--- config.mk ---
export PLATFORM = sky130hd
export DESIGN_NAME = sys_clk_ctrl
export DESIGN_NICKNAME = d
export VERILOG_FILES = /design/src/rtl/clk_ctrl_pkg.sv /design/src/rtl/clk_prescaler.sv /design/src/rtl/sys_clk_ctrl.sv
export VERILOG_INCLUDE_DIRS = /design/src /design/src/rtl
export SDC_FILE = /design/constraint.sdc
export NUM_CORES = 1
export LEC_CHECK = 0
export BUFFER_PORTS_ARGS = -buffer_cell sky130_fd_sc_hd__buf_2
export CAP_MARGIN = 25
export CORE_ASPECT_RATIO = 0.9
export CORE_MARGIN = 5
export CORE_UTILIZATION = 45
export CTS_BUF_LIST = sky130_fd_sc_hd__clkbuf_4 sky130_fd_sc_hd__clkbuf_8 sky130_fd_sc_hd__clkbuf_16
export DETAILED_ROUTE_END_ITERATION = 8
export GPL_ROUTABILITY_DRIVEN = 0
export PLACE_DENSITY = 0.81
export SLEW_MARGIN = 10
export SYNTH_ARGS = -nofsm -noshare
export SYNTH_HDL_FRONTEND = slang
export SYNTH_SLANG_ARGS = --single-unit
--- constraint.sdc ---
create_clock -name hclk -period 2.7 [get_ports hclk]
set_input_delay 0.135 -clock hclk [delete_from_list [all_inputs] [get_ports hclk]]
set_output_delay 0.135 -clock hclk [all_outputs]
set_load 0.01 [all_outputs]
--- src/rtl/clk_ctrl_consts.svh ---
// Constants for the system clock control block.
// Assumes byte addressing on a 32-bit AHB-Lite bus.
`ifndef CLK_CTRL_CONSTS_SVH
`define CLK_CTRL_CONSTS_SVH

// Register byte offsets
`define OFS_CLOCK_CONTROL  8'h00
`define OFS_CLOCK_PRESCALE 8'h04
`define OFS_FAST_TRIM      8'h08
`define OFS_TEMP_TRIM_A    8'h0C
`define OFS_TEMP_TRIM_B    8'h10
`define OFS_SLOW_TRIM      8'h14
`define OFS_CHANGE_PROTECT 8'h18

// Clock control bit positions
`define BIT_OSC_STABLE     7
`define BIT_SEL_TRIGGER    6
`define BIT_CLK_OUT_EN     5
`define BIT_STARTUP_TIME   4

// Reset values before fuses are loaded, and prescaler codes
`define RST_SOURCE_SEL     4'h2
`define RST_DIV_SEL        4'h3
`define RST_TRIM           8'h80
`define DIV_BY_ONE         4'h0
`define DIV_BY_EIGHT       4'h3
`define DIV_MAX_CODE       4'h8

// Change protection: signature value is arbitrary
`define CHANGE_SIGNATURE   8'hA5
`define WINDOW_TICKS       3'h4

// Oscillator time-out
`define STARTUP_TIME_MS    16
`define CLK_FREQ_MHZ       200

`endif

--- src/rtl/clk_ctrl_pkg.sv ---
// Types shared by the system clock control block.
// Assumes the constants header is included by each user.
package clk_ctrl_pkg;

   typedef logic [3:0] sel_t;
   typedef logic [7:0] trim_t;

   typedef enum logic [1:0] {
      FUSE_SYNC1,
      FUSE_SYNC2,
      FUSE_LOAD,
      FUSE_RUN
   } fuse_state_e;

endpackage

--- src/rtl/clk_prescaler.sv ---
// Power-of-two system clock prescaler producing a tick and a clock level.
// Assumes it runs on the undivided master clock.
`timescale 1ns/1ps
`default_nettype none
`include "clk_ctrl_consts.svh"

module clk_prescaler
   import clk_ctrl_pkg::*;
(
   // Clock and reset
   input  wire logic              hclk,
   input  wire logic              hresetn,
   // Requested setting
   input  wire clk_ctrl_pkg::sel_t divide_select,
   // Divided clock
   output logic                   sys_tick,
   output logic                   div_clk
);

   sel_t       active_div;
   logic [7:0] cnt;
   logic       wrap;

   // Reserved codes saturate at the largest factor
   function automatic logic [7:0] div_mask(input sel_t code);
      sel_t c;
      c = (code > `DIV_MAX_CODE) ? `DIV_MAX_CODE : code;
      div_mask = 8'(9'h1FF >> (4'h9 - c)) ;
   endfunction

   assign wrap = (cnt == div_mask(active_div));

   ////////////////////////////////////////////////////////////////////
   // New setting is taken only at a period boundary, so no period is
   // ever shorter than the old or the new one
   always_ff @(posedge hclk or negedge hresetn)
   begin
      if (!hresetn)
      begin
         cnt        <= 8'h00;
         active_div <= `RST_DIV_SEL;
      end
      else if (wrap)
      begin
         cnt        <= 8'h00;
         active_div <= divide_select;
      end
      else
      begin
         cnt <= 8'(cnt + 8'h01);
      end
   end

   always_ff @(posedge hclk or negedge hresetn)
   begin
      if (!hresetn)
      begin
         sys_tick <= 1'b0;
         div_clk  <= 1'b0;
      end
      else
      begin
         sys_tick <= wrap;
         // High for the first half of each divided period, and always high at factor one
         div_clk  <= wrap ? 1'b1 :
                     ((8'(cnt + 8'h01) & ~(div_mask(active_div) >> 1)) == 8'h00);
      end
   end

endmodule

`default_nettype wire

--- src/rtl/sys_clk_ctrl.sv ---
// System clock control: source selection, prescaler, trims, AHB-Lite slave.
// Assumes hclk is the undivided master clock and fuses are static pins.
`timescale 1ns/1ps
`default_nettype none
`include "clk_ctrl_consts.svh"

module sys_clk_ctrl
   import clk_ctrl_pkg::*;
#(
   parameter int unsigned STARTUP_CYCLES =
      `STARTUP_TIME_MS * 1000 * `CLK_FREQ_MHZ
)
(
   // Clock and reset
   input  wire logic               hclk,
   input  wire logic               hresetn,
   // AHB-Lite slave
   input  wire logic               hsel,
   input  wire logic [31:0]        haddr,
   input  wire logic [1:0]         htrans,
   input  wire logic               hwrite,
   input  wire logic [2:0]         hsize,
   input  wire logic [31:0]        hwdata,
   input  wire logic               hready,
   output logic [31:0]             hrdata,
   output logic                    hreadyout,
   output logic                    hresp,
   // Fuses and factory values
   input  wire clk_ctrl_pkg::sel_t  fuse_source_select,
   input  wire logic               fuse_startup_time,
   input  wire logic               clk_out_fuse,
   input  wire logic               divide_by_eight_fuse,
   input  wire clk_ctrl_pkg::trim_t factory_fast_trim,
   input  wire clk_ctrl_pkg::trim_t factory_slow_trim,
   // Oscillator interface
   input  wire logic               osc_ready,
   output clk_ctrl_pkg::sel_t      osc_enable_select,
   output clk_ctrl_pkg::sel_t      active_source,
   output logic                    startup_time_sel,
   output clk_ctrl_pkg::trim_t     fast_trim_value,
   output clk_ctrl_pkg::trim_t     fast_temp_trim_a,
   output clk_ctrl_pkg::trim_t     fast_temp_trim_b,
   output clk_ctrl_pkg::trim_t     slow_trim_value,
   // System clock
   output logic                    sys_tick,
   output logic                    sys_clk,
   output logic                    clk_out_pin,
   output logic                    clk_out_oe_n
);

   localparam int unsigned TW = $clog2(STARTUP_CYCLES + 1);

   // Fuse and oscillator synchronisers
   logic [12:0]  fuse_s1;
   logic [12:0]  fuse_s2;
   trim_t        fast_s1;
   trim_t        fast_s2;
   trim_t        slow_s1;
   trim_t        slow_s2;
   logic         rdy_s1;
   logic         rdy_s2;
   fuse_state_e  fuse_state;
   logic         loaded;

   // Registers
   sel_t         source_select;
   logic         clk_out_enable_copy;
   sel_t         divide_select;
   logic         osc_stable_flag;
   logic [TW-1:0] osc_timer;
   logic [2:0]   window;

   // Bus pipeline
   logic         dp_write;
   logic         dp_read;
   logic         rd_done;
   logic [7:0]   dp_addr;
   logic         accept;
   logic [7:0]   wbyte;

   function automatic logic hit(input logic [7:0] a, input logic [7:0] ofs);
      hit = (a == ofs);
   endfunction

   assign loaded = (fuse_state == FUSE_RUN);
   assign accept = hsel & hready & htrans[1] & loaded;
   assign wbyte  = hwdata[7:0];
   assign hresp  = 1'b0;
   assign hreadyout = loaded & ~(dp_read & ~rd_done);

   ////////////////////////////////////////////////////////////////////
   // Fuses are caught a few cycles after reset release, never by the
   // asynchronous reset itself
   always_ff @(posedge hclk or negedge hresetn)
   begin
      if (!hresetn)
      begin
         fuse_s1 <= 13'h0000;
         fuse_s2 <= 13'h0000;
         fast_s1 <= `RST_TRIM;
         fast_s2 <= `RST_TRIM;
         slow_s1 <= `RST_TRIM;
         slow_s2 <= `RST_TRIM;
         rdy_s1  <= 1'b0;
         rdy_s2  <= 1'b0;
      end
      else
      begin
         fuse_s1 <= {fuse_source_select, fuse_startup_time, clk_out_fuse,
                     divide_by_eight_fuse, 6'h00};
         fuse_s2 <= fuse_s1;
         fast_s1 <= factory_fast_trim;
         fast_s2 <= fast_s1;
         slow_s1 <= factory_slow_trim;
         slow_s2 <= slow_s1;
         rdy_s1  <= osc_ready;
         rdy_s2  <= rdy_s1;
      end
   end

   always_ff @(posedge hclk or negedge hresetn)
   begin
      if (!hresetn)
         fuse_state <= FUSE_SYNC1;
      else
      begin
         unique case (fuse_state)
            FUSE_SYNC1: fuse_state <= FUSE_SYNC2;
            FUSE_SYNC2: fuse_state <= FUSE_LOAD;
            FUSE_LOAD:  fuse_state <= FUSE_RUN;
            FUSE_RUN:   fuse_state <= FUSE_RUN;
         endcase
      end
   end

   ////////////////////////////////////////////////////////////////////
   // Bus address phase capture
   always_ff @(posedge hclk or negedge hresetn)
   begin
      if (!hresetn)
      begin
         dp_write <= 1'b0;
         dp_read  <= 1'b0;
         rd_done  <= 1'b0;
         dp_addr  <= 8'h00;
      end
      else
      begin
         if (accept)
         begin
            dp_write <= hwrite;
            dp_read  <= ~hwrite;
            rd_done  <= 1'b0;
            dp_addr  <= haddr[7:0];
         end
         else if (hready)
         begin
            dp_write <= 1'b0;
            dp_read  <= dp_read & ~rd_done;
            rd_done  <= dp_read & ~rd_done;
         end
         else if (dp_read & ~rd_done)
         begin
            dp_write <= 1'b0;
            rd_done  <= 1'b1;
         end
      end
   end

   // Read data is taken in a wait state so a write just before is seen
   always_ff @(posedge hclk or negedge hresetn)
   begin
      if (!hresetn)
         hrdata <= 32'h0000_0000;
      else if (dp_read & ~rd_done)
      begin
         hrdata <= 32'h0000_0000;
         if (hit(dp_addr, `OFS_CLOCK_CONTROL))
            hrdata[7:0] <= {osc_stable_flag, 1'b0, clk_out_enable_copy,
                            startup_time_sel, source_select};
         if (hit(dp_addr, `OFS_CLOCK_PRESCALE))
            hrdata[7:0] <= {4'h0, divide_select};
         if (hit(dp_addr, `OFS_FAST_TRIM))
            hrdata[7:0] <= fast_trim_value;
         if (hit(dp_addr, `OFS_TEMP_TRIM_A))
            hrdata[7:0] <= fast_temp_trim_a;
         if (hit(dp_addr, `OFS_TEMP_TRIM_B))
            hrdata[7:0] <= fast_temp_trim_b;
         if (hit(dp_addr, `OFS_SLOW_TRIM))
            hrdata[7:0] <= slow_trim_value;
         if (hit(dp_addr, `OFS_CHANGE_PROTECT))
            hrdata[7:0] <= {7'h00, (window != 3'h0)};
      end
   end

   ////////////////////////////////////////////////////////////////////
   // Protected window, counted in divided clock cycles because those
   // are the processor's instruction cycles
   always_ff @(posedge hclk or negedge hresetn)
   begin
      if (!hresetn)
         window <= 3'h0;
      else if (dp_write && hit(dp_addr, `OFS_CHANGE_PROTECT) &&
               wbyte == `CHANGE_SIGNATURE)
         window <= `WINDOW_TICKS;
      else if (dp_write && window != 3'h0 &&
               (hit(dp_addr, `OFS_CLOCK_CONTROL) ||
                hit(dp_addr, `OFS_CLOCK_PRESCALE)))
         window <= 3'h0;
      else if (sys_tick && window != 3'h0)
         window <= 3'(window - 3'h1);
   end

   ////////////////////////////////////////////////////////////////////
   // Clock source selection
   always_ff @(posedge hclk or negedge hresetn)
   begin
      if (!hresetn)
      begin
         source_select     <= `RST_SOURCE_SEL;
         osc_enable_select <= `RST_SOURCE_SEL;
         active_source     <= `RST_SOURCE_SEL;
      end
      else if (fuse_state == FUSE_LOAD)
      begin
         source_select     <= fuse_s2[12:9];
         osc_enable_select <= fuse_s2[12:9];
         active_source     <= fuse_s2[12:9];
      end
      else if (dp_write && hit(dp_addr, `OFS_CLOCK_CONTROL) &&
               window != 3'h0)
      begin
         source_select     <= wbyte[3:0];
         osc_enable_select <= wbyte[3:0];
         if (wbyte[`BIT_SEL_TRIGGER])
            active_source <= wbyte[3:0];
      end
   end

   // Bits outside the protected field are plain writes
   always_ff @(posedge hclk or negedge hresetn)
   begin
      if (!hresetn)
      begin
         clk_out_enable_copy <= 1'b0;
         startup_time_sel    <= 1'b0;
      end
      else if (fuse_state == FUSE_LOAD)
      begin
         clk_out_enable_copy <= fuse_s2[7];
         startup_time_sel    <= fuse_s2[8];
      end
      else if (dp_write && hit(dp_addr, `OFS_CLOCK_CONTROL))
      begin
         clk_out_enable_copy <= wbyte[`BIT_CLK_OUT_EN];
         startup_time_sel    <= wbyte[`BIT_STARTUP_TIME];
      end
   end

   ////////////////////////////////////////////////////////////////////
   // Oscillator time-out restarts whenever another oscillator is asked for
   always_ff @(posedge hclk or negedge hresetn)
   begin
      if (!hresetn)
      begin
         osc_timer       <= TW'(0);
         osc_stable_flag <= 1'b0;
      end
      else if (fuse_state != FUSE_RUN ||
               (dp_write && hit(dp_addr, `OFS_CLOCK_CONTROL) &&
                window != 3'h0 && wbyte[3:0] != osc_enable_select))
      begin
         osc_timer       <= TW'(0);
         osc_stable_flag <= 1'b0;
      end
      else
      begin
         if (osc_timer != TW'(STARTUP_CYCLES))
            osc_timer <= TW'(osc_timer + TW'(1));
         osc_stable_flag <= (osc_timer == TW'(STARTUP_CYCLES)) & rdy_s2;
      end
   end

   ////////////////////////////////////////////////////////////////////
   // Prescaler setting
   always_ff @(posedge hclk or negedge hresetn)
   begin
      if (!hresetn)
         divide_select <= `RST_DIV_SEL;
      else if (fuse_state == FUSE_LOAD)
         divide_select <= fuse_s2[6] ? `DIV_BY_EIGHT : `DIV_BY_ONE;
      else if (dp_write && hit(dp_addr, `OFS_CLOCK_PRESCALE) &&
               window != 3'h0)
         divide_select <= wbyte[3:0];
   end

   // Trim registers drive the oscillators directly
   always_ff @(posedge hclk or negedge hresetn)
   begin
      if (!hresetn)
      begin
         fast_trim_value  <= `RST_TRIM;
         fast_temp_trim_a <= `RST_TRIM;
         fast_temp_trim_b <= `RST_TRIM;
         slow_trim_value  <= `RST_TRIM;
      end
      else if (fuse_state == FUSE_LOAD)
      begin
         fast_trim_value <= fast_s2;
         slow_trim_value <= slow_s2;
      end
      else if (dp_write)
      begin
         if (hit(dp_addr, `OFS_FAST_TRIM))
            fast_trim_value <= wbyte;
         if (hit(dp_addr, `OFS_TEMP_TRIM_A))
            fast_temp_trim_a <= wbyte;
         if (hit(dp_addr, `OFS_TEMP_TRIM_B))
            fast_temp_trim_b <= wbyte;
         if (hit(dp_addr, `OFS_SLOW_TRIM))
            slow_trim_value <= wbyte;
      end
   end

   ////////////////////////////////////////////////////////////////////
   // Divided system clock
   clk_prescaler u_prescaler
   (
      .hclk          (hclk),
      .hresetn       (hresetn),
      .divide_select (divide_select),
      .sys_tick      (sys_tick),
      .div_clk       (sys_clk)
   );

   // Output pin stays quiet in reset and until fuses are in
   always_ff @(posedge hclk or negedge hresetn)
   begin
      if (!hresetn)
      begin
         clk_out_pin  <= 1'b0;
         clk_out_oe_n <= 1'b1;
      end
      else
      begin
         clk_out_pin  <= clk_out_enable_copy & sys_clk;
         clk_out_oe_n <= ~clk_out_enable_copy;
      end
   end

endmodule

`default_nettype wire

; Word-level counts from Yosys, hierarchy flattened
; Cells that the tools add are included.
[totals]
register_bits = 157
inputBits = 98
[op_classes]
add_sub_neg = 4
magnitude_cmp = 1
n_eq_ne = 15
shift = 1
mux = 43
n_bitwise = 14
reduce_logical = 33
[ops]
columns = cell, n
row1 = 8-bit 2-to-1 mux, 14
row2 = 22-bit 2-to-1 mux, 2
row3 = 4-bit 2-to-1 mux, 8
row4 = 8-bit by 5-bit equality test with 1-bit output (second input constant), 3
row5 = 22-bit by 1-bit adder with 22-bit output (second input constant), 1
row6 = 22-bit equality test (second input constant), 1
row7 = 22-bit != test (second input constant), 1
row8 = 2-bit nonzero test, 9
row9 = 8-bit by 4-bit equality test with 1-bit output (second input constant), 2
row10 = 8-bit logical NOT, 2
row11 = 1-bit 2-to-1 mux, 14
row12 = 1-bit logical AND, 10
row13 = 3-bit 2-to-1 mux, 3
row14 = 3-bit nonzero test, 3
row15 = 9-bit by 4-bit right shift with 8-bit output (first input constant), 1
row16 = 8-bit by 1-bit adder with 8-bit output (second input constant), 1
row17 = 8-bit bitwise AND, 1
row18 = 8-bit by 3-bit equality test with 1-bit output (second input constant), 1
row19 = 8-bit equality test, 1
row20 = 8-bit equality test (second input constant), 1
row21 = 7-bit inverter with 8-bit output, 1
row22 = 1-bit bitwise AND, 7
row23 = 2-bit one-hot mux with 3 select lines, 1
row24 = 2-bit AND reduction, 3
row25 = other kinds (13), 20

; Longest topological paths before layout
[depth]
depth_word = 8
mapped_depth = 10
mapped_depth_nobuf = 8

; Hierarchy
; A second synthesis with hierarchy kept.
[unflattened]
hier_cells = 659
hier_area_um2 = 7320.8
[by_module_without_submodules]
columns = mod, n_inst, cells_per_inst, area_each_um2, seq_area_each_um2
row1 = sys_clk_ctrl, 1, 561, 6358.6, 3594.7
row2 = clk_prescaler, 1, 98, 962.2, 352.8

; Worst setup path after synthesis
; OpenSTA, ideal clock, no wires.
[synth_path]
path_type = register -> register
startpoint = register u_prescaler.active_div[3]
endpoint = register u_prescaler.active_div[2]
setup_ns = 0.125
t_arrival_ns = 2.627
path_slack_ns = -0.053
path_stages_with_launch = 11
path_buffers = 3
path_cell_list = dfrtp_1 -> buf_6 -> nand2b_1 -> ha_1 -> clkbuf_1 -> nor4b_1 -> a32o_1 -> o22ai_1 -> nor4b_4 -> buf_6 -> mux2_4
[synth_between]
elab_chain_cells = 5
[synth_rtl]
columns = item, line
row1 = "start, declared", clk_prescaler.sv:20  ; sel_t active_div;
row2 = "start signal, assigned", clk_prescaler.sv:41  ; active_div <= `RST_DIV_SEL;
row3 = "start signal, assigned", clk_prescaler.sv:46  ; active_div <= divide_select;
row4 = 4-bit greater-than comparator (no line), --
row5 = 4-bit 2-to-1 mux *, clk_prescaler.sv:27  ; c = (code > `DIV_MAX_CODE) ? `DIV_MAX_CODE : code;
row6 = 4-bit subtractor *, clk_prescaler.sv:28  ; div_mask = 8'(9'h1FF >> (4'h9 - c)) ;
row7 = 9-bit by 4-bit right shift with 8-bit output *, clk_prescaler.sv:28
row8 = 8-bit equality test *, clk_prescaler.sv:31  ; assign wrap = (cnt == div_mask(active_div));
; Mark *: on every way between the ends. The rest lies on a longest branch, timed or not.
; A chain may end at the register's enable or synchronous reset.

; Worst setup path in the final report
[layout_path]
startpoint = register u_prescaler.active_div[1]
endpoint = register u_prescaler.active_div[3]
; The elaborated chain is that of the path after synthesis.

==> results.json <==
{
  "outcome": "complete, no violations",
  "p_leak_nw": 4.23,
  "post_synth_num_cell_types": 68,
  "first_global_vias": 5362,
  "drt_first_pass_iters": 5,
  "rr_worst_depth": 8,
  "fin_ws_ps": 109,
  "crit_buf_inv": 1,
  "post-place-ws_ps": 91.3,
  "cp.arrival_ps": 2900,
  "path_cells": "nand2b_4 > ha_1 > or4b_4 > o22ai_4 > o221ai_2 > nor4b_4 > buf_4 > mux2_2",
  "ant_nets": 0,
  "hold_viol_final": 0,
  "maxSlewViolCount": 0,
  "synth_top_cell_area_share_pct": 48.7,
  "gr-total-overflow": 0,
  "dominantRegCellSynth": "dfrtp_1",
  "tightest_slew_ps": 771,
  "cts_buffers": 17,
  "vias_per_cell": 5.34,
  "htreeDepth": 4,
  "synthCells": 675,
  "die_w_um": 144,
  "grt_max_degree": 85,
  "hold_end": "fast_temp_trim_a[7]",
  "rsz0062_at_grt": "false",
  "cpMaxStageDelayCell": "dfstp_2",
  "finalCriticalPeriod_ps": 2590,
  "cts_tree": "built",
  "setup_violations": 0,
  "powerDensity_mw_per_mm2": 849,
  "core-area_mm2": 0.0160,
  "drive_above_1_share_pct": 26.6,
  "synth_most_common_cell": "dfrtp_1",
  "netlist_top_cells_area": "dfrtp_1 49%, dfstp_2 5.4%, mux2i_1 4.4%, nand2_1 3.7%, nor2_1 3.4%",
  "clkSinkCount": 157,
  "max_slew_margin_pct": 48.5,
  "grt_pass1_wl_um": 28000,
  "syn_area_per_cell_um2": 10.8,
  "worst_skew_pair.late_latency_ps": 420,
  "die_h_um": 131,
  "synth-seq-area-share_pct": 54.1,
  "placed_area_mm2": 0.00803,
  "stdcell_count": 1038,
  "r2r_slack_ps": 110,
  "hp-class": "input pin to flip-flop",
  "dpl.cell_count": 971,
  "ys_top_cells_by_count": "142 x dfrtp_1, 72 x nand2_1, 67 x nor2_1, 34 x o21ai_0, 32 x mux2i_1",
  "synth_warnings": 0,
  "diodes": 0,
  "vdd_drop_max_mv": 0.544,
  "whs_ps": 26.0,
  "fin_area_mm2": 0.00897,
  "cts-root-buf": "clkbuf_16",
  "fin_crit_sh_pct": 96.0,
  "area_growth_pct": 22.8,
  "start_util_pct": 45.6,
  "fp-row-count": 44,
  "wl_um": 17700,
  "die-area_mm2": 0.0189,
  "max_freq_mhz": 386,
  "drc": 0,
  "drt_iter0_drc": 339,
  "cts_buffer_depth": 2,
  "critPathLaunchType": "flip-flop",
  "gr-usage-all-layers_pct": 19.1,
  "dpl.hpwl_um": 12000,
  "maxCapViolations": 0,
  "postLayoutCoreUtil_pct": 56.0,
  "worstReg2RegEnd": "u_prescaler.active_div[3]",
  "clk_pin_slew_worst_paths_ps": 60,
  "critPathKind": "flip-flop to flip-flop",
  "port_buffers": 99,
  "synth-edff-count": 0,
  "synth.cell_area_mm2": 0.00730,
  "hold_depth": 2,
  "r2r_start": "u_prescaler.active_div[1]",
  "vias": 5548,
  "grt_antenna_before_repair": 0,
  "ios": 177,
  "critPathMaxFanout": 5,
  "required_ps": 3010,
  "async_reset_ff_share_pct": 100,
  "drt-wirelength-per-cell_um": 17.1,
  "cp_slowest_stage_delay_ps": 570,
  "finClkSkew_ps": 8.59,
  "synth-seq-cells": 157,
  "min_from": "hwdata[7]",
  "crit_family": "simple AND/OR/NAND/NOR gates",
  "nets": 924,
  "end_kind": "flip-flop",
  "worstSetupStartpoint": "u_prescaler.active_div[1]",
  "synth_top_cell_by_area": "dfrtp_1"
}
cells by family after synthesis:
logic type | after synthesis | share of synthesized area, %
adders and majority gates | 8 | 1.37
other | 1 | 0.0513
xor gates and xnor gates | 32 | 3.84
buffers and inverters | 78 | 5.94
muxes | 57 | 8.86
AOI/OAI and AO/OA | 95 | 8.43
DFF | 157 | 54.1
and+or+nand+nor | 247 | 17.5
sequential cells by signal, summed over array words and instances (netlist names), 2 cells and up:
name                    count
active_source               4
divide_select               4
dp_addr                     8
fast_s1                     8
fast_s2                     8
fast_temp_trim_a            8
fast_temp_trim_b            8
fast_trim_value             8
fuse_s1                     7
fuse_s2                     7
fuse_state                  2
hrdata                      8
osc_timer                  22
slow_s1                     8
slow_s2                     8
slow_trim_value             8
source_select               4
u_prescaler.active_div      4
u_prescaler.cnt             8
window                      3
area by class of cell:
class	instances	area (um^2)
fillers	1273	7050
multi-input cells	464	3070
flip-flops and latches	157	3950
well taps	207	259
repair buffers	157	1050
clock inverters	14	131
clock buffers	18	439
inverters	21	78.8
layer usage:
layer	up-vias	track usage [%]	share of wire (%)
met5	-	0	0
li1	2557	-	-
met3	45	4.69	6.2
met1	2742	25.9	44
met2	204	30.2	47
met4	0	6.69	2.7
worst register-to-register path, delay by kind of cell, from the launching register on:
kind / cells / cell delay [ps]
AO/OA/AOI/OAI: 2 / 310
adder cells (fa/ha/maj): 1 / 240
buffers and inverters: 1 / 180
flip-flops: 1 / 570
multiplexers: 1 / 330
AND/OR/NAND/NOR: 3 / 860
power by group:
group / total, mW / switching (mW) / internal (mW) / leakage [nW]
combinational: 2.18 / 1.19 / 0.993 / 2.04
clock: 2.31 / 1.00 / 1.31 / 0.282
sequential: 3.13 / 0.389 / 2.74 / 1.91
worst max-delay path by stage:
stage	end	cells after the start	slack (ps)
after floorplan	u_prescaler.active_div[2]	10	-4
after global placement	u_prescaler.active_div[3]	8	110
after detailed placement	u_prescaler.active_div[3]	8	90
after CTS	u_prescaler.active_div[3]	8	80
after global routing	u_prescaler.active_div[3]	8	30
final	u_prescaler.active_div[3]	8	110
timing repair:
item,in CTS,in global routing
hold buffers,34,0
endpoints found under the setup margin,0,1
gates resized for setup,0,4
hold endpoints to repair,109,0
setup buffers,0,1
cells in the final DEF, fill, tap and decap left out, types with 17 or more instances in the layout:
cell type / Yosys / final
dlygate4sd3_1: 0 / 34
xnor2_1: 19 / 18
nor2_1: 67 / 67
mux2i_1: 32 / 32
nand2_1: 72 / 72
inv_1: 21 / 21
buf_4: 28 / 22
a21oi_1: 23 / 23
buf_2: 5 / 98
nand3_1: 21 / 21
clkbuf_16: 0 / 17
o21ai_0: 34 / 34
conb_1: 1 / 25
dfrtp_1: 142 / 142
per-stage QoR:
step	setup TNS [ps]	power, mW
finish	0	7.62
global route	0	8.04
CTS	0	7.56
detailed placement	0	5.22
global placement	0	5.13
floorplan	-3.58	4.57
(Power assumes the default switching activity.)
